===== config.mk =====
export PLATFORM = sky130hd
export DESIGN_NAME = cpsel_top
export DESIGN_NICKNAME = d
export VERILOG_FILES = /design/src/cpsel_pkg.sv /design/src/cpsel_top.sv
export SDC_FILE = /design/constraint.sdc
export NUM_CORES = 1
export LEC_CHECK = 0
export CAP_MARGIN = 20
export CORE_MARGIN = 4
export CORE_UTILIZATION = 55
export CTS_BUF_LIST = sky130_fd_sc_hd__clkbuf_8
export DETAILED_ROUTE_END_ITERATION = 7
export DONT_BUFFER_PORTS = 1
export MAX_ROUTING_LAYER = met4
export PLACE_DENSITY = 0.75
export SKIP_CTS_REPAIR_TIMING = 1
export SLEW_MARGIN = 30
export SYNTH_ARGS = -nofsm -noshare
export SYNTH_HDL_FRONTEND = slang
export SYNTH_SLANG_ARGS = --single-unit

===== constraint.sdc =====
create_clock -name I_REF_CLK -period 8.1 [get_ports I_REF_CLK]
set_input_delay 0 -clock I_REF_CLK [delete_from_list [all_inputs] [get_ports I_REF_CLK]]
set_output_delay 0 -clock I_REF_CLK [all_outputs]
set_load 0.005 [all_outputs]

===== src/cpsel_pkg.sv =====
// constants and types of the cam program select and clear-shift block
package cpsel_pkg;
	// register offsets (byte addresses, one word each)
	localparam logic [7:0] ADDR_CLR_EXT = 8'h00;
	localparam logic [7:0] ADDR_DEAD    = 8'h04;
	localparam logic [7:0] ADDR_CAMINFO = 8'h08;
	localparam logic [7:0] ADDR_CFG     = 8'h0c;
	localparam logic [7:0] ADDR_VIEW    = 8'h10;
	localparam logic [7:0] ADDR_STATUS  = 8'h14;
	localparam logic [7:0] ADDR_SPEED   = 8'h18;
	// field positions
	localparam int CFG_PARTIAL = 0;
	localparam int CFG_MANY    = 1;
	localparam int CFG_XFER    = 2;
	localparam int VIEW_KP_REQ = 2;
	localparam int VIEW_PROG_LSB = 4;
	localparam int VIEW_OUT_LSB  = 8;
	localparam int DEAD_SHIFT    = 10;
	// synchronised input bit positions
	localparam int IN_SEL0 = 0;
	localparam int IN_STB  = 4;
	localparam int IN_REL  = 5;
	localparam int IN_CNT  = 6;
	localparam int IN_CLR  = 7;
	// reset values
	localparam logic [4:0] OUT_RESET  = 5'h01;
	localparam logic [7:0] EXT_RESET  = 8'h00;
	// encoder increments per revolution, plain default
	localparam int INC_PER_REV = 360;
	localparam int SEC_PER_MIN = 60;
	// timing
	localparam int CLK_HZ       = 100_000_000;
	localparam int CYC_PER_MS   = CLK_HZ / 1000;
	localparam int FAST_MS      = 100;
	localparam int SLOW_MS      = 750;
	localparam int EDIT_MS      = 200;
	localparam int DEB_MS       = 1;
	localparam int SPEED_WIN_MS = 1000;
	localparam int FAST_CYC     = FAST_MS * CYC_PER_MS;
	localparam int SLOW_CYC     = SLOW_MS * CYC_PER_MS;
	localparam int EDIT_CYC     = EDIT_MS * CYC_PER_MS;
	localparam int DEB_CYC      = DEB_MS * CYC_PER_MS;
	localparam int SPEED_CYC    = SPEED_WIN_MS * CYC_PER_MS;
	localparam logic [1:0] DEB_STABLE = 2'h3;
	// display modes
	typedef enum logic [1:0] {
		MODE_NORMAL = 2'b00,
		MODE_PROG   = 2'b01,
		MODE_OUTPUT = 2'b10
	} cpsel_mode_e;
endpackage


===== src/cpsel_top.sv =====
// cam program selection, programming release, clear-shift counter and display indication
//
// Contract
// - edits accepted only while release input high
// - active program restored after power-up
// - normal mode: position below 1 rpm, else speed; other modes: position
// - speed shows n in second digit
// - clear extension settable 0 to 255
// - effective extension minus dead-time distance, clamped
// - count extension increments, then reset next pulse
// - clear ending early resets counter at once
// - each clear reset restarts full extension wait
// - zero extension resets counter without delay
// - counter increments on count falling edge
// - output 1 dead time drives extension reduction
// - strobe rising edge adopts number, no confirmation
// - fast changeover only without partial/many cams
// - changeover 100 ms fast, 750 ms slow
// - fast changeover plus 200 ms after edit; keypad changeover gets no edit penalty
// - no changeover during upload or download
// - decimal point active, cam LEDs if cams
// - output selection starts at 1, dead LED
`timescale 1ns/1ps
module cpsel_top #(
	parameter int P_FAST_CYC  = cpsel_pkg::FAST_CYC,
	parameter int P_SLOW_CYC  = cpsel_pkg::SLOW_CYC,
	parameter int P_EDIT_CYC  = cpsel_pkg::EDIT_CYC,
	parameter int P_DEB_CYC   = cpsel_pkg::DEB_CYC,
	parameter int P_SPEED_CYC = cpsel_pkg::SPEED_CYC
) (
	input  wire logic        I_REF_CLK,      // system clock, 100 MHz
	input  wire logic        I_RST_N,        // async reset, active low
	input  wire logic [7:0]  I_ADDR,         // register byte address
	input  wire logic [31:0] I_WDATA,        // write data
	input  wire logic        I_WR,           // write strobe
	input  wire logic        I_RD,           // read strobe
	output logic      [31:0] O_RDATA,        // read data, cycle after read
	input  wire logic        I_SEL_W8,       // program_select_weight8 pin
	input  wire logic        I_SEL_W4,       // program_select_weight4 pin
	input  wire logic        I_SEL_W2,       // program_select_weight2 pin
	input  wire logic        I_SEL_W1,       // program_select_weight1 pin
	input  wire logic        I_CHG_STROBE,   // program_change_strobe pin
	input  wire logic        I_PROG_RELEASE, // programming release pin
	input  wire logic        I_COUNT,        // encoder counting pulse
	input  wire logic        I_CLEAR,        // encoder clear, active high
	input  wire logic [3:0]  I_NV_PROG,      // retained active program
	output logic      [3:0]  O_NV_PROG,      // program to retain
	output logic             O_NV_WE,        // retain strobe, one pulse
	output logic      [3:0]  O_ACT_PROG,     // active program
	output logic             O_CHG_BUSY,     // changeover running
	output logic      [15:0] O_POSITION,     // position counter
	output logic      [15:0] O_DISP_VALUE,   // value for the display
	output logic             O_SHOW_SPEED,   // display shows speed
	output logic             O_DIGIT2_N,     // n in second digit
	output logic             O_DP_MID,       // middle decimal point
	output logic             O_LED_ON,       // cam-edge LED on
	output logic             O_LED_OFF,      // cam-edge LED off
	output logic             O_LED_FUNC,     // function LED
	output logic      [4:0]  O_SHOW_OUT,     // output number shown
	output logic             O_EDIT_ENA      // edits accepted now
);
	typedef struct packed {
		logic [7:0]       sync1;
		logic [7:0]       sync2;
		logic [16:0]      tick_cnt;
		logic [5:0][1:0]  deb_cnt;
		logic [5:0]       deb;
		logic             strobe_q;
		logic             cnt_q;
		logic             clr_q;
		logic [15:0]      pos;
		logic [7:0]       remain;
		logic             waiting;
		logic [26:0]      win_cnt;
		logic [15:0]      edge_cnt;
		logic [15:0]      ips;
		logic [7:0]       clr_ext;
		logic [7:0]       dead1;
		logic [15:0]      cam_mask;
		logic [15:0]      dead_mask;
		logic             partial;
		logic             many_cams;
		logic             xfer_busy;
		cpsel_pkg::cpsel_mode_e mode;
		logic [3:0]       show_prog;
		logic [4:0]       show_out;
		logic [3:0]       act_prog;
		logic [3:0]       pend_prog;
		logic             chg_busy;
		logic [26:0]      chg_cnt;
		logic             edited;
		logic             loaded;
		logic             nv_we;
		logic [15:0]      disp;
		logic [4:0]       leds;
		logic [31:0]      rdata;
	} cpsel_state_s;

	cpsel_state_s q;
	cpsel_state_s next_q;

	logic [7:0]  pins;
	logic        cnt_fall;
	logic        clr_rise;
	logic        clr_fall;
	logic        clr_act;
	logic        release_ok;
	logic        strobe_rise;
	logic [23:0] dist_prod;
	logic [13:0] s_tot;
	logic [7:0]  eff_ext;
	logic [21:0] rpm_scaled;
	logic        above_1rpm;
	logic        fast_ok;
	logic        chg_start;

	assign pins = {I_CLEAR, I_COUNT, I_PROG_RELEASE, I_CHG_STROBE,
		I_SEL_W8, I_SEL_W4, I_SEL_W2, I_SEL_W1};

	// edges and qualified levels, all from second sync stage or later
	assign cnt_fall    = q.cnt_q & ~q.sync2[cpsel_pkg::IN_CNT];
	assign clr_act     = q.sync2[cpsel_pkg::IN_CLR];
	assign clr_rise    = clr_act & ~q.clr_q;
	assign clr_fall    = ~clr_act & q.clr_q;
	assign release_ok  = q.deb[cpsel_pkg::IN_REL];
	assign strobe_rise = q.deb[cpsel_pkg::IN_STB] & ~q.strobe_q;

	// dead-time distance of output 1: dead units of 1/1024 s times increments per s
	assign dist_prod = q.dead1 * q.ips;
	assign s_tot     = dist_prod[23:cpsel_pkg::DEAD_SHIFT];
	assign eff_ext   = (s_tot >= 14'(q.clr_ext)) ? 8'h00
		: q.clr_ext - s_tot[7:0];

	// one rpm is INC_PER_REV increments per minute
	// widen before the product, a 16-bit product would wrap at high speed
	assign rpm_scaled = 22'(q.ips) * 22'(cpsel_pkg::SEC_PER_MIN);
	assign above_1rpm = rpm_scaled >= 22'(cpsel_pkg::INC_PER_REV);

	// fast method needs no partial compensation and small programs
	assign fast_ok   = ~q.partial & ~q.many_cams;
	// a changeover never starts during a transfer nor before restore
	assign chg_start = ~q.chg_busy & ~q.xfer_busy & q.loaded;

	always_comb
	begin
		next_q = q;
		next_q.nv_we = 1'b0;

		// two-stage synchroniser for every pin
		next_q.sync1 = pins;
		next_q.sync2 = q.sync1;
		next_q.cnt_q = q.sync2[cpsel_pkg::IN_CNT];
		next_q.clr_q = clr_act;

		// debounce: a level must hold for three sample ticks
		if (q.tick_cnt == 17'(P_DEB_CYC - 1))
		begin
			next_q.tick_cnt = 17'h00000;
			for (int i = 0; i < 6; i++)
			begin
				if (q.sync2[i] == q.deb[i])
				begin
					next_q.deb_cnt[i] = 2'h0;
				end
				else if (q.deb_cnt[i] == cpsel_pkg::DEB_STABLE - 2'h1)
				begin
					next_q.deb[i] = q.sync2[i];
					next_q.deb_cnt[i] = 2'h0;
				end
				else
				begin
					next_q.deb_cnt[i] = q.deb_cnt[i] + 2'h1;
				end
			end
		end
		else
		begin
			next_q.tick_cnt = q.tick_cnt + 17'h00001;
		end
		next_q.strobe_q = q.deb[cpsel_pkg::IN_STB];

		// position counter and clear-shift
		if (cnt_fall)
		begin
			next_q.pos = q.pos + 16'h0001;
		end
		if (clr_rise)
		begin
			if (eff_ext == 8'h00)
			begin
				next_q.pos = 16'h0000;
				next_q.waiting = 1'b0;
			end
			else
			begin
				next_q.waiting = 1'b1;
				next_q.remain = eff_ext;
			end
		end
		else if (clr_fall && q.waiting)
		begin
			next_q.pos = 16'h0000;
			next_q.waiting = 1'b0;
		end
		else if (cnt_fall && clr_act && q.waiting)
		begin
			if (q.remain == 8'h00)
			begin
				next_q.pos = 16'h0000;
				next_q.remain = eff_ext;
				next_q.waiting = eff_ext != 8'h00;
			end
			else
			begin
				next_q.remain = q.remain - 8'h01;
			end
		end
		else if (cnt_fall && clr_act && eff_ext == 8'h00)
		begin
			// zero extension keeps the counter at zero while clear lasts
			next_q.pos = 16'h0000;
		end

		// speed: increments counted over one window
		if (q.win_cnt == 27'(P_SPEED_CYC - 1))
		begin
			next_q.win_cnt = 27'h0000000;
			next_q.ips = q.edge_cnt;
			next_q.edge_cnt = {15'h0000, cnt_fall};
		end
		else
		begin
			next_q.win_cnt = q.win_cnt + 27'h0000001;
			if (cnt_fall && q.edge_cnt != 16'hffff)
			begin
				next_q.edge_cnt = q.edge_cnt + 16'h0001;
			end
		end

		// restore the retained program once after reset release
		if (!q.loaded)
		begin
			next_q.act_prog = I_NV_PROG;
			next_q.loaded = 1'b1;
		end

		// changeover timer; fast or slow method, edit penalty on fast
		if (q.chg_busy)
		begin
			if (q.chg_cnt == 27'h0000000)
			begin
				next_q.chg_busy = 1'b0;
				next_q.act_prog = q.pend_prog;
				next_q.nv_we = 1'b1;
				next_q.edited = 1'b0;
			end
			else
			begin
				next_q.chg_cnt = q.chg_cnt - 27'h0000001;
			end
		end
		else if (chg_start && strobe_rise)
		begin
			// sel lines are debounced too, so they settled with the strobe
			next_q.chg_busy = 1'b1;
			next_q.pend_prog = q.deb[3:0];
			if (!fast_ok)
			begin
				next_q.chg_cnt = 27'(P_SLOW_CYC - 1);
			end
			else if (q.edited)
			begin
				next_q.chg_cnt = 27'(P_FAST_CYC + P_EDIT_CYC - 1);
			end
			else
			begin
				next_q.chg_cnt = 27'(P_FAST_CYC - 1);
			end
		end

		// register writes; stored program data gated by release
		next_q.rdata = 32'h00000000;
		if (I_WR)
		begin
			if (I_ADDR == cpsel_pkg::ADDR_CLR_EXT && release_ok)
			begin
				next_q.clr_ext = I_WDATA[7:0];
			end
			else if (I_ADDR == cpsel_pkg::ADDR_DEAD && release_ok)
			begin
				next_q.dead1 = I_WDATA[7:0];
			end
			else if (I_ADDR == cpsel_pkg::ADDR_CAMINFO && release_ok)
			begin
				next_q.cam_mask = I_WDATA[15:0];
				next_q.dead_mask = I_WDATA[31:16];
				next_q.edited = 1'b1;
			end
			else if (I_ADDR == cpsel_pkg::ADDR_CFG)
			begin
				next_q.partial = I_WDATA[cpsel_pkg::CFG_PARTIAL];
				next_q.many_cams = I_WDATA[cpsel_pkg::CFG_MANY];
				next_q.xfer_busy = I_WDATA[cpsel_pkg::CFG_XFER];
			end
			else if (I_ADDR == cpsel_pkg::ADDR_VIEW)
			begin
				next_q.mode = cpsel_pkg::cpsel_mode_e'(I_WDATA[1:0]);
				next_q.show_prog = I_WDATA[cpsel_pkg::VIEW_PROG_LSB +: 4];
				if (I_WDATA[1:0] == cpsel_pkg::MODE_OUTPUT
					&& q.mode != cpsel_pkg::MODE_OUTPUT)
				begin
					next_q.show_out = cpsel_pkg::OUT_RESET;
				end
				else
				begin
					next_q.show_out = I_WDATA[cpsel_pkg::VIEW_OUT_LSB +: 5];
				end
				// keypad change, confirmed in software, obeys the same gate
				if (I_WDATA[cpsel_pkg::VIEW_KP_REQ] && chg_start && !strobe_rise)
				begin
					next_q.chg_busy = 1'b1;
					next_q.pend_prog = I_WDATA[cpsel_pkg::VIEW_PROG_LSB +: 4];
					next_q.chg_cnt = fast_ok ? 27'(P_FAST_CYC - 1)
						: 27'(P_SLOW_CYC - 1);
				end
			end
		end
		else if (I_RD)
		begin
			if (I_ADDR == cpsel_pkg::ADDR_CLR_EXT)
			begin
				next_q.rdata = {16'h0000, eff_ext, q.clr_ext};
			end
			else if (I_ADDR == cpsel_pkg::ADDR_DEAD)
			begin
				next_q.rdata = {24'h000000, q.dead1};
			end
			else if (I_ADDR == cpsel_pkg::ADDR_CAMINFO)
			begin
				next_q.rdata = {q.dead_mask, q.cam_mask};
			end
			else if (I_ADDR == cpsel_pkg::ADDR_CFG)
			begin
				next_q.rdata = {29'h00000000, q.xfer_busy, q.many_cams, q.partial};
			end
			else if (I_ADDR == cpsel_pkg::ADDR_VIEW)
			begin
				next_q.rdata = {19'h00000, q.show_out, q.show_prog, 2'h0, q.mode};
			end
			else if (I_ADDR == cpsel_pkg::ADDR_STATUS)
			begin
				next_q.rdata = {q.pos, 8'h00, q.waiting, release_ok, fast_ok,
					q.chg_busy, q.act_prog};
			end
			else if (I_ADDR == cpsel_pkg::ADDR_SPEED)
			begin
				next_q.rdata = {16'h0000, q.ips};
			end
		end

		// display value and indicators, leds = {n, dp, on/off, func, speed}
		next_q.disp = (q.mode == cpsel_pkg::MODE_NORMAL && above_1rpm)
			? q.ips : q.pos;
		next_q.leds[0] = q.mode == cpsel_pkg::MODE_NORMAL && above_1rpm;
		next_q.leds[4] = q.mode == cpsel_pkg::MODE_NORMAL && above_1rpm;
		next_q.leds[3] = q.mode == cpsel_pkg::MODE_PROG
			&& q.show_prog == q.act_prog;
		next_q.leds[2] = q.mode == cpsel_pkg::MODE_PROG
			&& q.cam_mask[q.show_prog];
		next_q.leds[1] = q.mode == cpsel_pkg::MODE_OUTPUT
			&& q.show_out < 5'h10 && q.dead_mask[q.show_out[3:0]];
	end

	// single state register; constants only under reset
	always_ff @(posedge I_REF_CLK or negedge I_RST_N)
	begin
		if (!I_RST_N)
		begin
			q <= '0;
			q.show_out <= cpsel_pkg::OUT_RESET;
			q.clr_ext <= cpsel_pkg::EXT_RESET;
		end
		else
		begin
			q <= next_q;
		end
	end

	assign O_RDATA      = q.rdata;
	assign O_NV_PROG    = q.act_prog;
	assign O_NV_WE      = q.nv_we;
	assign O_ACT_PROG   = q.act_prog;
	assign O_CHG_BUSY   = q.chg_busy;
	assign O_POSITION   = q.pos;
	assign O_DISP_VALUE = q.disp;
	assign O_SHOW_SPEED = q.leds[0];
	assign O_DIGIT2_N   = q.leds[4];
	assign O_DP_MID     = q.leds[3];
	assign O_LED_ON     = q.leds[2];
	assign O_LED_OFF    = q.leds[2];
	assign O_LED_FUNC   = q.leds[1];
	assign O_SHOW_OUT   = q.show_out;
	assign O_EDIT_ENA   = release_ok;
endmodule


==> impl_results.md <==
- # IOs: 142
- Vias: 14790
- Final Hold Viols: 1
- Placeable Area: 35570 um^2
- Static leakage: 10.22 nW
- CTS clk-pin slew, worst paths: 0.06 ns
- Leading area contributor after synthesis: dfrtp_1
- CTS H-tree lvls: 2
- GRT overflow: 0
- P&R area growth vs syn: 8.438%
- PD cells: 150.7 nW/um^2
- Number of distinct library cells after synthesis: 95
- Routability congestion estimate: 0.9649
- Synthesized Nets: 2232
- Worst vdd ir: 0.1901 mV
- Min cycle time layout: 7.563 ns
- Die X: 197.9 um
- Crit-path leading delay family: adder cells
- I/O Buffers: 0
- Seq/Total Area, Yosys: 0.3671
- Number of CTS-inserted buffers: 50
- First-pass GRT wire length: 81520 um
- EDFF count, synth: 0
- Slowest CP cell: or4b_2
- Die height: 197.9 um
- CP most frequent cell: fa_1
- Share of the synthesized area in the top cell type: 0.3658
- Critical Path RT: 8.59 ns
- CP peak stage delay: 0.62 ns
- Post-DP HPWL: 37520 um
- CTS Sinks: 291
- Worst Setup Path Type: register to register
- Clock Tree Buf Depth: 3
- Post-route DRC: 0
- Final nets: 2222
- Hold Crit Class: primary input to register
- Fin area: 21510 um^2
- Worst-Skew Late Latency: 0.62 ns
- Vias in the first global route: 14540
- CTS tree: yes
- Placed Instances: 2299
- Primary FF master, synth: dfrtp_1
- WP buf/inv: 4
- RSZ-0062 raised after global routing: false
- Violated checks: hold timing
- Max_cap viols: 0
- Final core utilization: 0.6049
- Syn Inst Count: 1976
- Worst path arrival time: 8.05 ns
- Slew Limit Headroom: 0.05612
- Clock skew: 0.02619 ns
- #FFs+latches synth: 291
- Run status: finished with violations
- Setup-failing EPs final: 0
- DRT Wirelength: 52800 um
- Area post-placement: 19610 um^2
- WHS: -0.002380 ns
- Overall Power: 3.242 mW
- Slack of the critical path: 0.5374 ns
- Setup TNS: 0 ns
- Die area: 39180 um^2
- Pin count of the biggest net entering global routing: 292
- Post-synth top cells: dfrtp_1 (290), nand2_1 (185), nor2_1 (143)
- Fmax: 132.2 MHz
- Share of cells above drive strength 1: 0.1252
- Routed wire per std cell: 21.39 um
- Mapped Area: 19840 um^2
- Reg2Reg Setup Slack: 0.54 ns
- Syn. warnings: 0
- Least-Margin Pin Slew: 1.416 ns
- Drt pass-1 iters: 8
- CP Capture Type: register
- Routed Antenna Nets: 0
- CP Launch Type: register
- Dominant cell by count in the synthesized netlist: dfrtp_1
- Area contributors post-synth: dfrtp_1 (37%), fa_1 (11%), ha_1 (5.5%), mux2_2 (5.0%), nand2_1 (3.5%)
- Initial Util: 0.5578
- DP Worst Slack: 0.2289 ns
- Tot GR Track Use: 0.2716
- Fin crit share: 0.9337
- CTS Root Cell: clkbuf_8
- Initial DRC Count: 1570
- Async S/R FF share, synth: 1.000
- Initial antenna violation count: 3
- Finished Layout Cells: 2469
- Avg Inst Size Synth: 10.04 um^2
- Vias per cell: 5.988
- Num rows: 69
- Slew Viols, Final: 0
- Critical path fanouts, max: 13
state kept, by name, indices dropped and copies added (netlist names):
name,flops
O_SHOW_OUT,5
O_RDATA,32
O_DP_MID,1
O_POSITION,16
O_EDIT_ENA,1
clr_act,1
O_DISP_VALUE,16
O_LED_FUNC,1
O_CHG_BUSY,1
O_LED_OFF,1
O_ACT_PROG,4
next_q,10
q,200
O_NV_WE,1
O_SHOW_SPEED,1
tightest hold or removal path, cell delays in order:
cell and delay (ns):
nand2_1 0.34, nand2_1 0.17, o21ai_0 0.07
routing by layer:
| metal | global-route usage | share of wire | up-vias |
|---|---|---|---|
| met5 | - | 0 | - |
| met4 | 0.08289 | 0.030 | 0 |
| met3 | 0.06432 | 0.087 | 98 |
| met2 | 0.4091 | 0.47 | 644 |
| met1 | 0.3699 | 0.41 | 7382 |
| li1 | - | - | 6661 |
path summary, 6_finish.rpt:
path	to	depth (start not counted)	start
setup / recovery	q[220]	27	q[156]
max in group asynchronous	q[264]	2	I_RST_N
setup reg to reg	q[220]	27	q[156]
hold reg to reg	next_q[239]	0	next_q[282]
min in group asynchronous	q[160]	2	I_RST_N
hold / removal	O_SHOW_OUT[0]	3	I_WR
logic make-up (layout without fill, tap and decap cells):
logic type               Yosys count  in the layout  synth area share
adder cells (fa/ha/maj)          200            200            0.1689
XOR/XNOR                         104            104           0.04591
AND/OR/NAND/NOR                  645            645            0.1625
multiplexers                     109            109           0.06710
buffers and inverters            300            329           0.07744
AO/OA/AOI/OAI                    326            326            0.1109
other                              1              4         0.0001890
flip-flops                       291            291            0.3671
area by class of cell:
| class | count | area [um^2] |
|---|---|---|
| Timing Repair Buffer | 99 | 940.9 |
| Fill cell | 2919 | 14050 |
| Tap cell | 461 | 576.8 |
| Clock buffer | 65 | 894.6 |
| Sequential cell | 291 | 7287 |
| Inverter | 139 | 521.8 |
| Clock inverter | 26 | 224.0 |
| Antenna cell | 3 | 7.507 |
| Multi-Input combinational cell | 1385 | 11060 |
report_power, final:
| group | switching, mW | internal, mW |
|---|---|---|
| logic | 0.109 | 0.0824 |
| registers | 0.0798 | 1.51 |
| clock network | 0.617 | 0.847 |
placed cells by master (no fill, tap or decap), drive strengths merged, types with 6 or more instances in the layout:
cell,Yosys,final
nand2,187,187
ha,87,87
a221oi,6,6
clkbuf,66,65
a222oi,8,8
nor3b,10,10
nor4,11,11
nor2b,13,13
o21ai,81,81
a31oi,14,14
fa,113,113
nand4,18,18
o21a,13,13
mux4,10,10
a21oi,71,71
inv,139,155
a211oi,11,11
a22o,14,14
dfrtp,290,290
a21o,13,13
or4,6,6
nand3,47,47
and4,7,7
a22oi,25,25
nor2,144,144
o31ai,9,9
buf,95,28
xor2,52,52
xnor2,52,52
mux2i,10,10
nand2b,20,20
and2,86,86
mux2,89,89
or3,16,16
dlygate4sd3,0,71
o22ai,14,14
and3,19,19
nor3,42,42
Power figures use the tool's default switching activity.
